[src/hdl/branch_clock_regs.svh]
// Register offsets, field positions and reset values of the branch clock
// Assumes 12-bit APB byte addresses, one 32-bit word per register
`ifndef BRANCH_CLOCK_REGS_SVH
`define BRANCH_CLOCK_REGS_SVH
`define CFG_ADDR 12'h000
`define STAT_ADDR 12'h004
`define RUN_BIT 0
`define DRAIN_BIT 1
`define WAKE_BIT 2
`define GATE_LSB 3
`define GATE_MSB 5
`define STATE_LSB 8
`define STATE_MSB 9
`define USED_MSB 9
`define RSV_LO_MSB 7
`define RSV_LO_LSB 6
`define RUN_RESET 1'b1
`define WORD_ZERO 32'h0000_0000
`define GATE_ZERO 3'h0
`endif

[src/hdl/branch_clock_pkg.sv]
// Types shared by the branch clock gate and its state machine
// Assumes nothing of its surroundings
package branch_clock_pkg;
    // Default encoding gives the status codes 00, 01, 10, 11
    typedef enum logic [1:0] {
        ST_RUN,
        ST_WAIT,
        ST_OFF_REL,
        ST_OFF_IDLE
    } ce_state_t;
endpackage

[src/hdl/sync_two_ff.sv]
// Two flip-flop synchroniser for one level from outside pclk
// Assumes the input is a level held longer than two pclk periods
`timescale 1ns/1ps
`default_nettype none
module sync_two_ff (
    input wire logic pclk,
    input wire logic presetn,
    input wire logic async_in,
    output logic sync_out
);
    logic meta_r;

    always_ff @(posedge pclk or negedge presetn) begin
        if (!presetn) begin
            meta_r <= 1'b0;
            sync_out <= 1'b0;
        end else begin
            meta_r <= async_in;
            sync_out <= meta_r;
        end
    end
endmodule // sync_two_ff
`default_nettype wire

[src/hdl/branch_clock_fsm.sv]
// Clock-enable state machine with bus disable handshake
// Assumes off_dec and grant come from logic on pclk
`timescale 1ns/1ps
`default_nettype none
module branch_clock_fsm (
    input wire logic pclk,
    input wire logic presetn,
    input wire logic off_dec,
    input wire logic drain_en,
    input wire logic grant,
    output branch_clock_pkg::ce_state_t state_r,
    output logic off_req_r
);
    branch_clock_pkg::ce_state_t state_nxt;

    always_comb begin
        state_nxt = state_r;
        case (state_r)
            branch_clock_pkg::ST_RUN: begin
                if (off_dec && drain_en) begin
                    state_nxt = branch_clock_pkg::ST_WAIT;
                end else if (off_dec) begin
                    state_nxt = branch_clock_pkg::ST_OFF_IDLE;
                end
            end
            branch_clock_pkg::ST_WAIT: begin
                if (!off_dec) begin
                    state_nxt = branch_clock_pkg::ST_RUN;
                end else if (grant) begin
                    state_nxt = branch_clock_pkg::ST_OFF_REL;
                end
            end
            branch_clock_pkg::ST_OFF_REL: begin
                if (!off_dec) begin
                    state_nxt = branch_clock_pkg::ST_RUN;
                end else begin
                    state_nxt = branch_clock_pkg::ST_OFF_IDLE;
                end
            end
            branch_clock_pkg::ST_OFF_IDLE: begin
                if (!off_dec) begin
                    state_nxt = branch_clock_pkg::ST_RUN;
                end
            end
            default: begin
                state_nxt = branch_clock_pkg::ST_RUN;
            end
        endcase
    end

    always_ff @(posedge pclk or negedge presetn) begin
        if (!presetn) begin
            state_r <= branch_clock_pkg::ST_RUN;
        end else begin
            state_r <= state_nxt;
        end
    end

    // Request is high exactly while waiting for the grant
    always_ff @(posedge pclk or negedge presetn) begin
        if (!presetn) begin
            off_req_r <= 1'b0;
        end else begin
            off_req_r <= (state_nxt == branch_clock_pkg::ST_WAIT);
        end
    end
endmodule // branch_clock_fsm
`default_nettype wire

[src/hdl/branch_clock_gate_status.sv]
// Branch clock gate: configuration, live status, disable handshake
// Assumes an APB master on pclk, grant from the bus master on pclk,
// wake_event from outside pclk, power-down level from logic on pclk
//
// Local design decisions: the APB slave port and the placing of the registers.
`include "branch_clock_regs.svh"
`timescale 1ns/1ps
`default_nettype none
module branch_clock_gate_status #(
    parameter int GATE_BITS = 3,
    parameter bit WAKE_AUTO_TIED = 1'b0,
    parameter bit RUN_TIED = 1'b0
) (
    input wire logic pclk,
    input wire logic presetn,
    input wire logic [11:0] paddr,
    input wire logic psel,
    input wire logic penable,
    input wire logic pwrite,
    input wire logic [31:0] pwdata,
    output logic [31:0] prdata,
    output logic pready,
    output logic pslverr,
    input wire logic global_power_down,
    input wire logic wake_event,
    input wire logic bus_off_grant,
    output logic bus_off_request,
    output logic branch_clk_en
);
    localparam logic [2:0] GATE_MASK = 3'((1 << GATE_BITS) - 1);

    // ----------------------------------------------------------------
    // Declarations
    // ----------------------------------------------------------------
    logic cfg_run_r;
    logic cfg_drain_r;
    logic cfg_wake_r;
    logic [2:0] cfg_gate_r;
    logic st_run_r;
    logic st_drain_r;
    logic st_wake_r;
    logic [2:0] st_gate_r;
    logic wake_hold_r;
    logic wake_sync;
    logic off_dec;
    logic stable;
    logic setup;
    logic done;
    logic hit_cfg;
    logic hit_stat;
    logic [31:0] cfg_word;
    logic [31:0] stat_word;
    branch_clock_pkg::ce_state_t state;

    // ----------------------------------------------------------------
    // Bus decode
    // ----------------------------------------------------------------
    assign setup = psel && !penable;
    assign done = psel && penable && pready;
    assign hit_cfg = (paddr == `CFG_ADDR);
    assign hit_stat = (paddr == `STAT_ADDR);

    // ----------------------------------------------------------------
    // Configuration register
    // ----------------------------------------------------------------
    always_ff @(posedge pclk or negedge presetn) begin
        if (!presetn) begin
            cfg_run_r <= `RUN_RESET;
            cfg_drain_r <= 1'b0;
            cfg_wake_r <= 1'b0;
            cfg_gate_r <= `GATE_ZERO;
        end else if (done && pwrite && hit_cfg) begin
            cfg_run_r <= RUN_TIED | pwdata[`RUN_BIT];
            cfg_drain_r <= !WAKE_AUTO_TIED && pwdata[`DRAIN_BIT];
            cfg_wake_r <= !WAKE_AUTO_TIED && pwdata[`WAKE_BIT];
            cfg_gate_r <= pwdata[`GATE_MSB:`GATE_LSB] & GATE_MASK;
        end
    end

    // ----------------------------------------------------------------
    // Applied control signals
    // ----------------------------------------------------------------
    // Configuration reaches the hardware only outside a handshake
    assign stable = (state == branch_clock_pkg::ST_RUN) ||
                    (state == branch_clock_pkg::ST_OFF_IDLE);

    always_ff @(posedge pclk or negedge presetn) begin
        if (!presetn) begin
            st_run_r <= `RUN_RESET;
            st_drain_r <= 1'b0;
            st_wake_r <= 1'b0;
            st_gate_r <= `GATE_ZERO;
        end else if (stable) begin
            st_run_r <= cfg_run_r;
            st_drain_r <= cfg_drain_r;
            st_wake_r <= cfg_wake_r;
            st_gate_r <= cfg_gate_r;
        end
    end

    // ----------------------------------------------------------------
    // Wake-up and switch-off decision
    // ----------------------------------------------------------------
    sync_two_ff u_wake_sync (
        .pclk(pclk),
        .presetn(presetn),
        .async_in(wake_event),
        .sync_out(wake_sync)
    );

    // A wake event holds the branch on until power-down is cleared
    always_ff @(posedge pclk or negedge presetn) begin
        if (!presetn) begin
            wake_hold_r <= 1'b0;
        end else if (wake_sync && global_power_down) begin
            wake_hold_r <= 1'b1;
        end else if (!global_power_down) begin
            wake_hold_r <= 1'b0;
        end
    end

    assign off_dec = !st_run_r ||
        (st_wake_r && global_power_down && !wake_hold_r);

    branch_clock_fsm u_fsm (
        .pclk(pclk),
        .presetn(presetn),
        .off_dec(off_dec),
        .drain_en(st_drain_r),
        .grant(bus_off_grant),
        .state_r(state),
        .off_req_r(bus_off_request)
    );

    // ----------------------------------------------------------------
    // Glitch-free clock enable
    // ----------------------------------------------------------------
    always_ff @(negedge pclk or negedge presetn) begin
        if (!presetn) begin
            branch_clk_en <= 1'b1;
        end else begin
            branch_clk_en <= (state == branch_clock_pkg::ST_RUN) ||
                (state == branch_clock_pkg::ST_WAIT) ||
                (|st_gate_r);
        end
    end

    // ----------------------------------------------------------------
    // Read words
    // ----------------------------------------------------------------
    always_comb begin
        cfg_word = `WORD_ZERO;
        cfg_word[`RUN_BIT] = cfg_run_r;
        cfg_word[`DRAIN_BIT] = cfg_drain_r;
        cfg_word[`WAKE_BIT] = cfg_wake_r;
        cfg_word[`GATE_MSB:`GATE_LSB] = cfg_gate_r;
    end

    always_comb begin
        stat_word = `WORD_ZERO;
        stat_word[`RUN_BIT] = st_run_r;
        stat_word[`DRAIN_BIT] = st_drain_r;
        stat_word[`WAKE_BIT] = st_wake_r;
        stat_word[`GATE_MSB:`GATE_LSB] = st_gate_r;
        stat_word[`STATE_MSB:`STATE_LSB] = state;
    end

    // ----------------------------------------------------------------
    // APB answer
    // ----------------------------------------------------------------
    // Every transfer completes in its first access cycle
    always_ff @(posedge pclk or negedge presetn) begin
        if (!presetn) begin
            pready <= 1'b0;
        end else begin
            pready <= setup;
        end
    end

    always_ff @(posedge pclk or negedge presetn) begin
        if (!presetn) begin
            pslverr <= 1'b0;
        end else if (setup) begin
            pslverr <= !(hit_cfg || (hit_stat && !pwrite));
        end else begin
            pslverr <= 1'b0;
        end
    end

    always_ff @(posedge pclk or negedge presetn) begin
        if (!presetn) begin
            prdata <= `WORD_ZERO;
        end else if (setup && !pwrite && hit_cfg) begin
            prdata <= cfg_word;
        end else if (setup && !pwrite && hit_stat) begin
            prdata <= stat_word;
        end else if (setup) begin
            prdata <= `WORD_ZERO;
        end
    end

    // ----------------------------------------------------------------
    // Assertions
    // ----------------------------------------------------------------
    property p_gate_absent;
        @(posedge pclk) disable iff (!presetn)
        (cfg_gate_r & ~GATE_MASK) == `GATE_ZERO &&
        (st_gate_r & ~GATE_MASK) == `GATE_ZERO;
    endproperty
    a_gate_absent: assert property (p_gate_absent)
        else $error("unimplemented override bit set");

    property p_tied_low;
        @(posedge pclk) disable iff (!presetn)
        WAKE_AUTO_TIED |-> !cfg_wake_r && !cfg_drain_r && !st_drain_r;
    endproperty
    a_tied_low: assert property (p_tied_low)
        else $error("tied-low wake or drain bit became one");

    property p_tied_high;
        @(posedge pclk) disable iff (!presetn)
        RUN_TIED |-> cfg_run_r && st_run_r;
    endproperty
    a_tied_high: assert property (p_tied_high)
        else $error("tied-high run bit became zero");

    property p_stat_zero;
        @(posedge pclk) disable iff (!presetn)
        done && !pwrite && hit_stat |->
        prdata[31:`USED_MSB+1] == 22'h00_0000 &&
        prdata[`RSV_LO_MSB:`RSV_LO_LSB] == 2'h0;
    endproperty
    a_stat_zero: assert property (p_stat_zero)
        else $error("reserved status bits not zero");

    property p_state_code;
        @(posedge pclk) disable iff (!presetn)
        done && !pwrite && hit_stat |->
        prdata[`STATE_MSB:`STATE_LSB] == $past(state) &&
        prdata[`RUN_BIT] == $past(st_run_r);
    endproperty
    a_state_code: assert property (p_state_code)
        else $error("status read does not match state");

    property p_wait_req;
        @(posedge pclk) disable iff (!presetn)
        state == branch_clock_pkg::ST_WAIT |->
        bus_off_request && branch_clk_en;
    endproperty
    a_wait_req: assert property (p_wait_req)
        else $error("wait state without request or clock");

    property p_released;
        @(posedge pclk) disable iff (!presetn)
        state == branch_clock_pkg::ST_OFF_REL && st_gate_r == `GATE_ZERO
        |-> !bus_off_request && !branch_clk_en;
    endproperty
    a_released: assert property (p_released)
        else $error("released state left clock or request on");

    property p_grant;
        @(posedge pclk) disable iff (!presetn)
        state == branch_clock_pkg::ST_WAIT && bus_off_grant && off_dec
        |=> state == branch_clock_pkg::ST_OFF_REL ##1
        state != branch_clock_pkg::ST_WAIT;
    endproperty
    a_grant: assert property (p_grant)
        else $error("grant did not release the request");

    property p_no_drain;
        @(posedge pclk) disable iff (!presetn)
        state == branch_clock_pkg::ST_RUN && off_dec && !st_drain_r
        |=> state == branch_clock_pkg::ST_OFF_IDLE && !bus_off_request;
    endproperty
    a_no_drain: assert property (p_no_drain)
        else $error("gated without drain took a handshake");

    property p_run_clear;
        @(posedge pclk) disable iff (!presetn)
        $fell(st_run_r) && state == branch_clock_pkg::ST_RUN &&
        !st_drain_r |-> ##1 state == branch_clock_pkg::ST_OFF_IDLE;
    endproperty
    a_run_clear: assert property (p_run_clear)
        else $error("clearing run did not switch off");

    property p_wake_on;
        @(posedge pclk) disable iff (!presetn)
        state == branch_clock_pkg::ST_OFF_IDLE && st_run_r &&
        !global_power_down |=> state == branch_clock_pkg::ST_RUN;
    endproperty
    a_wake_on: assert property (p_wake_on)
        else $error("power-down clear did not wake branch");

    property p_req_only_wait;
        @(posedge pclk) disable iff (!presetn)
        bus_off_request |-> state == branch_clock_pkg::ST_WAIT;
    endproperty
    a_req_only_wait: assert property (p_req_only_wait)
        else $error("disable request outside wait state");

    property p_run_clock;
        @(posedge pclk) disable iff (!presetn)
        state == branch_clock_pkg::ST_RUN |-> branch_clk_en;
    endproperty
    a_run_clock: assert property (p_run_clock)
        else $error("clock gated in run state");

    property p_off_gated;
        @(posedge pclk) disable iff (!presetn)
        state == branch_clock_pkg::ST_OFF_IDLE && st_gate_r == `GATE_ZERO
        |-> !branch_clk_en;
    endproperty
    a_off_gated: assert property (p_off_gated)
        else $error("clock running in off state without override");

    property p_override_on;
        @(posedge pclk) disable iff (!presetn)
        st_gate_r != `GATE_ZERO |-> branch_clk_en;
    endproperty
    a_override_on: assert property (p_override_on)
        else $error("override active but clock gated");

    property p_lag_hold;
        @(posedge pclk) disable iff (!presetn)
        !stable |=> $stable(st_run_r) && $stable(st_drain_r) &&
        $stable(st_wake_r);
    endproperty
    a_lag_hold: assert property (p_lag_hold)
        else $error("status moved during the handshake");

    property p_pd_ignored;
        @(posedge pclk) disable iff (!presetn)
        state == branch_clock_pkg::ST_RUN && st_run_r && !st_wake_r
        |=> state == branch_clock_pkg::ST_RUN;
    endproperty
    a_pd_ignored: assert property (p_pd_ignored)
        else $error("branch without wake left run state");

    property p_stat_write;
        @(posedge pclk) disable iff (!presetn)
        done && pwrite && !hit_cfg |-> pslverr;
    endproperty
    a_stat_write: assert property (p_stat_write)
        else $error("write to status or unmapped word not refused");
endmodule // branch_clock_gate_status
`default_nettype wire

[config.mk]
export PLATFORM = sky130hd
export DESIGN_NAME = branch_clock_gate_status
export DESIGN_NICKNAME = d
export VERILOG_FILES = /design/src/hdl/branch_clock_pkg.sv /design/src/hdl/sync_two_ff.sv /design/src/hdl/branch_clock_fsm.sv /design/src/hdl/branch_clock_gate_status.sv
export VERILOG_INCLUDE_DIRS = /design/src /design/src/hdl
export SDC_FILE = /design/constraint.sdc
export NUM_CORES = 1
export LEC_CHECK = 0
export ABC_AREA = 1
export BUFFER_PORTS_ARGS = -buffer_cell sky130_fd_sc_hd__buf_2
export CORE_MARGIN = 3
export CORE_UTILIZATION = 30
export CTS_CLUSTER_SIZE = 24
export DETAILED_ROUTE_END_ITERATION = 10
export GPL_ROUTABILITY_DRIVEN = 0
export SLEW_MARGIN = 40
export SYNTH_ARGS = -nofsm -noshare
export SYNTH_HDL_FRONTEND = slang
export SYNTH_SLANG_ARGS = --single-unit
[constraint.sdc]
create_clock -name pclk -period 1.7 [get_ports pclk]
set_clock_uncertainty 0.05 [all_clocks]
set_input_delay 0.425 -clock pclk [delete_from_list [all_inputs] [get_ports pclk]]
set_output_delay 0.425 -clock pclk [all_outputs]
set_load 0.02 [all_outputs]
==> After elaboration in Yosys (flattened, before gate mapping) <==
Cells that the tools add are included.
{ "word_totals": {"n_memories": 0, "word_cells": 63, "output_inout_bits": 36, "register_bits": 53, "inputBits": 52, "ramBits": 0, "rom_bits": 0, "latchBits": 0} }
{ "classes": {"muxes": 13, "n_eq_ne": 6, "div_mod_pow": 0, "order_cmp": 0, "reduce_logical": 27, "n_addsub": 0, "multipliers": 0, "n_shift": 0, "bitwise": 0} }
{ "op_table": {"columns": ["cell", "count"], "rows": [
  ["two-way mux 32 bit", 3],
  ["logical AND 1 bit", 13],
  ["== test 12 x 3 -> 1 bit (second input constant)", 1],
  ["zero test 12 bit", 1],
  ["two-way mux 2 bit", 6],
  ["case mux 2 bit (4 select lines)", 1],
  ["zero test 1 bit", 5],
  ["logical OR 1 bit", 5],
  ["== test 2 x 1 -> 1 bit (second input constant)", 2],
  ["== test 2 bit (second input constant)", 2],
  ["two-way mux 1 bit", 3],
  ["nonzero test 3 bit", 1],
  ["OR reduction 3 bit", 1],
  ["zero test 2 bit", 1],
  ["inequality test 2 x 1 -> 1 bit (second input constant)", 1]
]} }

==> Depth between registers and ports, before layout <==
{ "logic_depth": {"ltp_word": 7, "mapped_depth": 8, "mapped_depth_nobuf": 8} }

==> By module <==
A second synthesis with hierarchy kept.
{ "hier_totals": {"hier_cells": 160, "hier_area_um2": 1546.5} }
{ "modules_own_cells": {"columns": ["mod", "instances", "seq_area_each_um2", "area_each_um2", "cells_per_inst"], "rows": [
  ["branch_clock_gate_status", 1, 604.3, 1383.8, 146],
  ["branch_clock_fsm", 1, 75.1, 112.6, 12],
  ["sync_two_ff", 1, 50.0, 50.0, 2]
]} }

==> run metrics <==
vias in the first global route ~1100; diodes inserted 0; H-tree lvl count 2; FF-to-FF Start u_fsm.state_r[0]$_DFF_PN0_; Core Util, Final 38.73%; antenna violations before repair 0; Root Buffer clkbuf_8; maximum VDD drop 0.0003695 V; reg2reg setup slack 0 ns; largest net degree at the start of global routing 29; Hold Buf Count CTS 0; Cell Area, Synth 1622 µm²; met1 GRT Util 13.87%; Clock Path Buffers 2; critical path endpoint category primary output; slowest stage cell, crit path dfstp_2; share of cells above drive strength 1 41.41%; post-route cell area 2003 µm²; WP buf/inv 1; met2 usage 16.69%; Syn. warnings 0; CTS Buf Count 5; most used routing layer met2; Worst Path Max Fanout 1; RSZ-0062 raised after global routing yes; dpl ws -0.2672 ns; Multi-input gate area 732.0 µm²; Synth Area per Inst 9.373 µm²; Finished Layout Cells 297; Vias/cell 4.155; Cell variety after synth 27; CTS Sinks 29; arrival time worst endpoint 1.80 ns; Total Neg Setup Slack -0.5709 ns; core area 5172 µm²; die span in y 79.52 µm; Crit path max-delay family flip-flops; slowest stage delay, CP 0.51 ns; global-route wire length before repair 5306 µm; Die ar. roughly 6300 µm²; port buffer count 37; final hold slack 0.1171 ns; Setup WS post-layout -0.5709 ns; max cap viols 0; Post-Synthesis Cells 173; area delta synth->final 23.53%; Vias approximately 1200; Ports 88; fillers 531; failing checks negative setup slack; crit path cell chain buf_6; number of DRC markers in iteration 0 54; Final Hold Viols 0; dominant cells by area after synthesis dfrtp_1 (40%), buf_4 (12%), nand2_1 (5.6%); Antenna Nets Post-Route 0; Seq/Total Area, Yosys between 40% and 50%; cell type with the highest aggregate area in the netlist dfrtp_1; Site Rows 26; final setup fails 1; worst reg2reg path depth 4; startpoint types flop; Area after DPL 1894 µm²; DRT Pass-1 Iters 4; Synth Register Bits 29; FF-to-FF End branch_clk_en$_DFF_NN1_; nets 282; kind of critical path flop to primary output; Pwr Total around 2.1 mW; status finished, violations left; wire per inst 10.94 µm; M3 GR Usage 3.837%; Worst EP required 1.22 ns; Register Area 729.5 µm²; CTS tree done; DRT Wirelength 3248 µm; Leak 1.093 nW; die width 79.52 µm; remaining global-route overflow 0; Power Density 1046 nW/µm²; Clk pin slew, worst setup/hold paths 0.06 ns; placed cells 288; clk_lat worst skew 0.27 ns; DRC 0; detailed placement HPWL 2476 µm; Worst Hold Class input port to async pin; top cell type's share of synthesized area 40.12%; gr usage total between 10% and 20%; initial core utilization 31.35%; Max Slew Vio Count 0
==> routing by layer <==
metal	share of wire, %	vias to the layer above
li1	-	621
met1	45	572
met4	0.43	0
met5	0	-
met2	48	39
met3	6.3	2
==> cells by family (layout without fill, tap and decap cells) <==
| family | after synthesis | in the layout | share of synthesized area [%] |
|---|---|---|---|
| buf+inv | 46 | 77 | 17.36 |
| simple gates | 74 | 74 | 24.31 |
| compound gates | 13 | 13 | 5.864 |
| mux | 6 | 6 | 4.166 |
| other cells | 1 | 24 | 0.2313 |
| flops | 29 | 29 | 44.98 |
| fa+ha+maj | 4 | 4 | 3.087 |
==> final cells by class <==
type                    count  area share, %
clock buffers               7          4.310
repair buffers             51          14.80
well taps                  70          4.372
flip-flops and latches     29          36.41
multi-input cells         121          36.54
clock inverters             2         0.3748
inverters                  17          3.186
==> cells in the mapped netlist <==
cell      count
o21ai_1       2
o21ai_0       1
nand4_1      12
mux2_2        6
and2_1        1
o21ai_2       6
nand2_2       4
nor2_8        1
nor3_1        2
dfstp_2       3
clkbuf_1      1
nand2_1      24
o21a_1        2
dfrtp_1      26
nor2_1       10
inv_1        18
o211ai_1      1
buf_4        25
nand3_4       1
and2_4        1
ha_1          4
nor2_4        1
a21oi_1       1
nand3_1      11
conb_1        1
buf_6         2
nor2_2        6
==> cell usage in the layout, fill, tap and decap left out, types with 2 or more instances in the layout <==
master	synthesis	layout
nand2_1	24	24
nand3_1	11	10
inv_2	0	4
ha_1	4	2
clkbuf_8	0	6
buf_2	0	36
ha_4	0	2
nor2_2	6	6
nor2_1	10	10
o21a_1	2	2
dfstp_2	3	3
o21ai_2	6	6
dfrtp_1	26	26
nand2_2	4	4
conb_1	1	24
inv_1	18	15
mux2_2	6	6
o21ai_1	2	2
buf_4	25	14
nand4_1	12	12
==> flip-flops by register name, summed over array words and instances (netlist names) <==
| register | cells |
|---|---|
| st_run_r | 1 |
| pready | 1 |
| st_wake_r | 1 |
| cfg_run_r | 1 |
| cfg_drain_r | 1 |
| st_gate_r | 3 |
| u_fsm.off_req_r | 1 |
| branch_clk_en | 1 |
| st_drain_r | 1 |
| pslverr | 1 |
| u_fsm.state_r | 2 |
| u_wake_sync.meta_r | 1 |
| wake_hold_r | 1 |
| cfg_gate_r | 3 |
| u_wake_sync.sync_out | 1 |
| cfg_wake_r | 1 |
| prdata | 8 |
==> worst max path at each step <==
stage | from | end | cells past startpoint
6_report | branch_clk_en$_DFF_NN1_ | branch_clk_en | 1
2_1_floorplan | branch_clk_en$_DFF_NN1_ | branch_clk_en | 0
4_1_cts | branch_clk_en$_DFF_NN1_ | branch_clk_en | 1
5_1_grt | branch_clk_en$_DFF_NN1_ | branch_clk_en | 1
3_5_place_dp | branch_clk_en$_DFF_NN1_ | branch_clk_en | 1
3_3_place_gp | branch_clk_en$_DFF_NN1_ | branch_clk_en | 1
==> power by group <==
group	switching, mW	internal (mW)	total (mW)
clock network	0.250	0.326	0.576
logic	0.385	0.345	0.731
registers	0.0339	0.754	0.788
total	0.669	1.43	2.09
==> timing repair <==
item | in CTS | in global routing
cloned | 0 | 0
hold endpoints to repair | 0 | 0
setup endpoints to repair | 2 | 2
setup buffers | 0 | 1
pin swaps | 0 | 0
gates resized for setup | 2 | 1
Power figures use the tool's default switching activity.
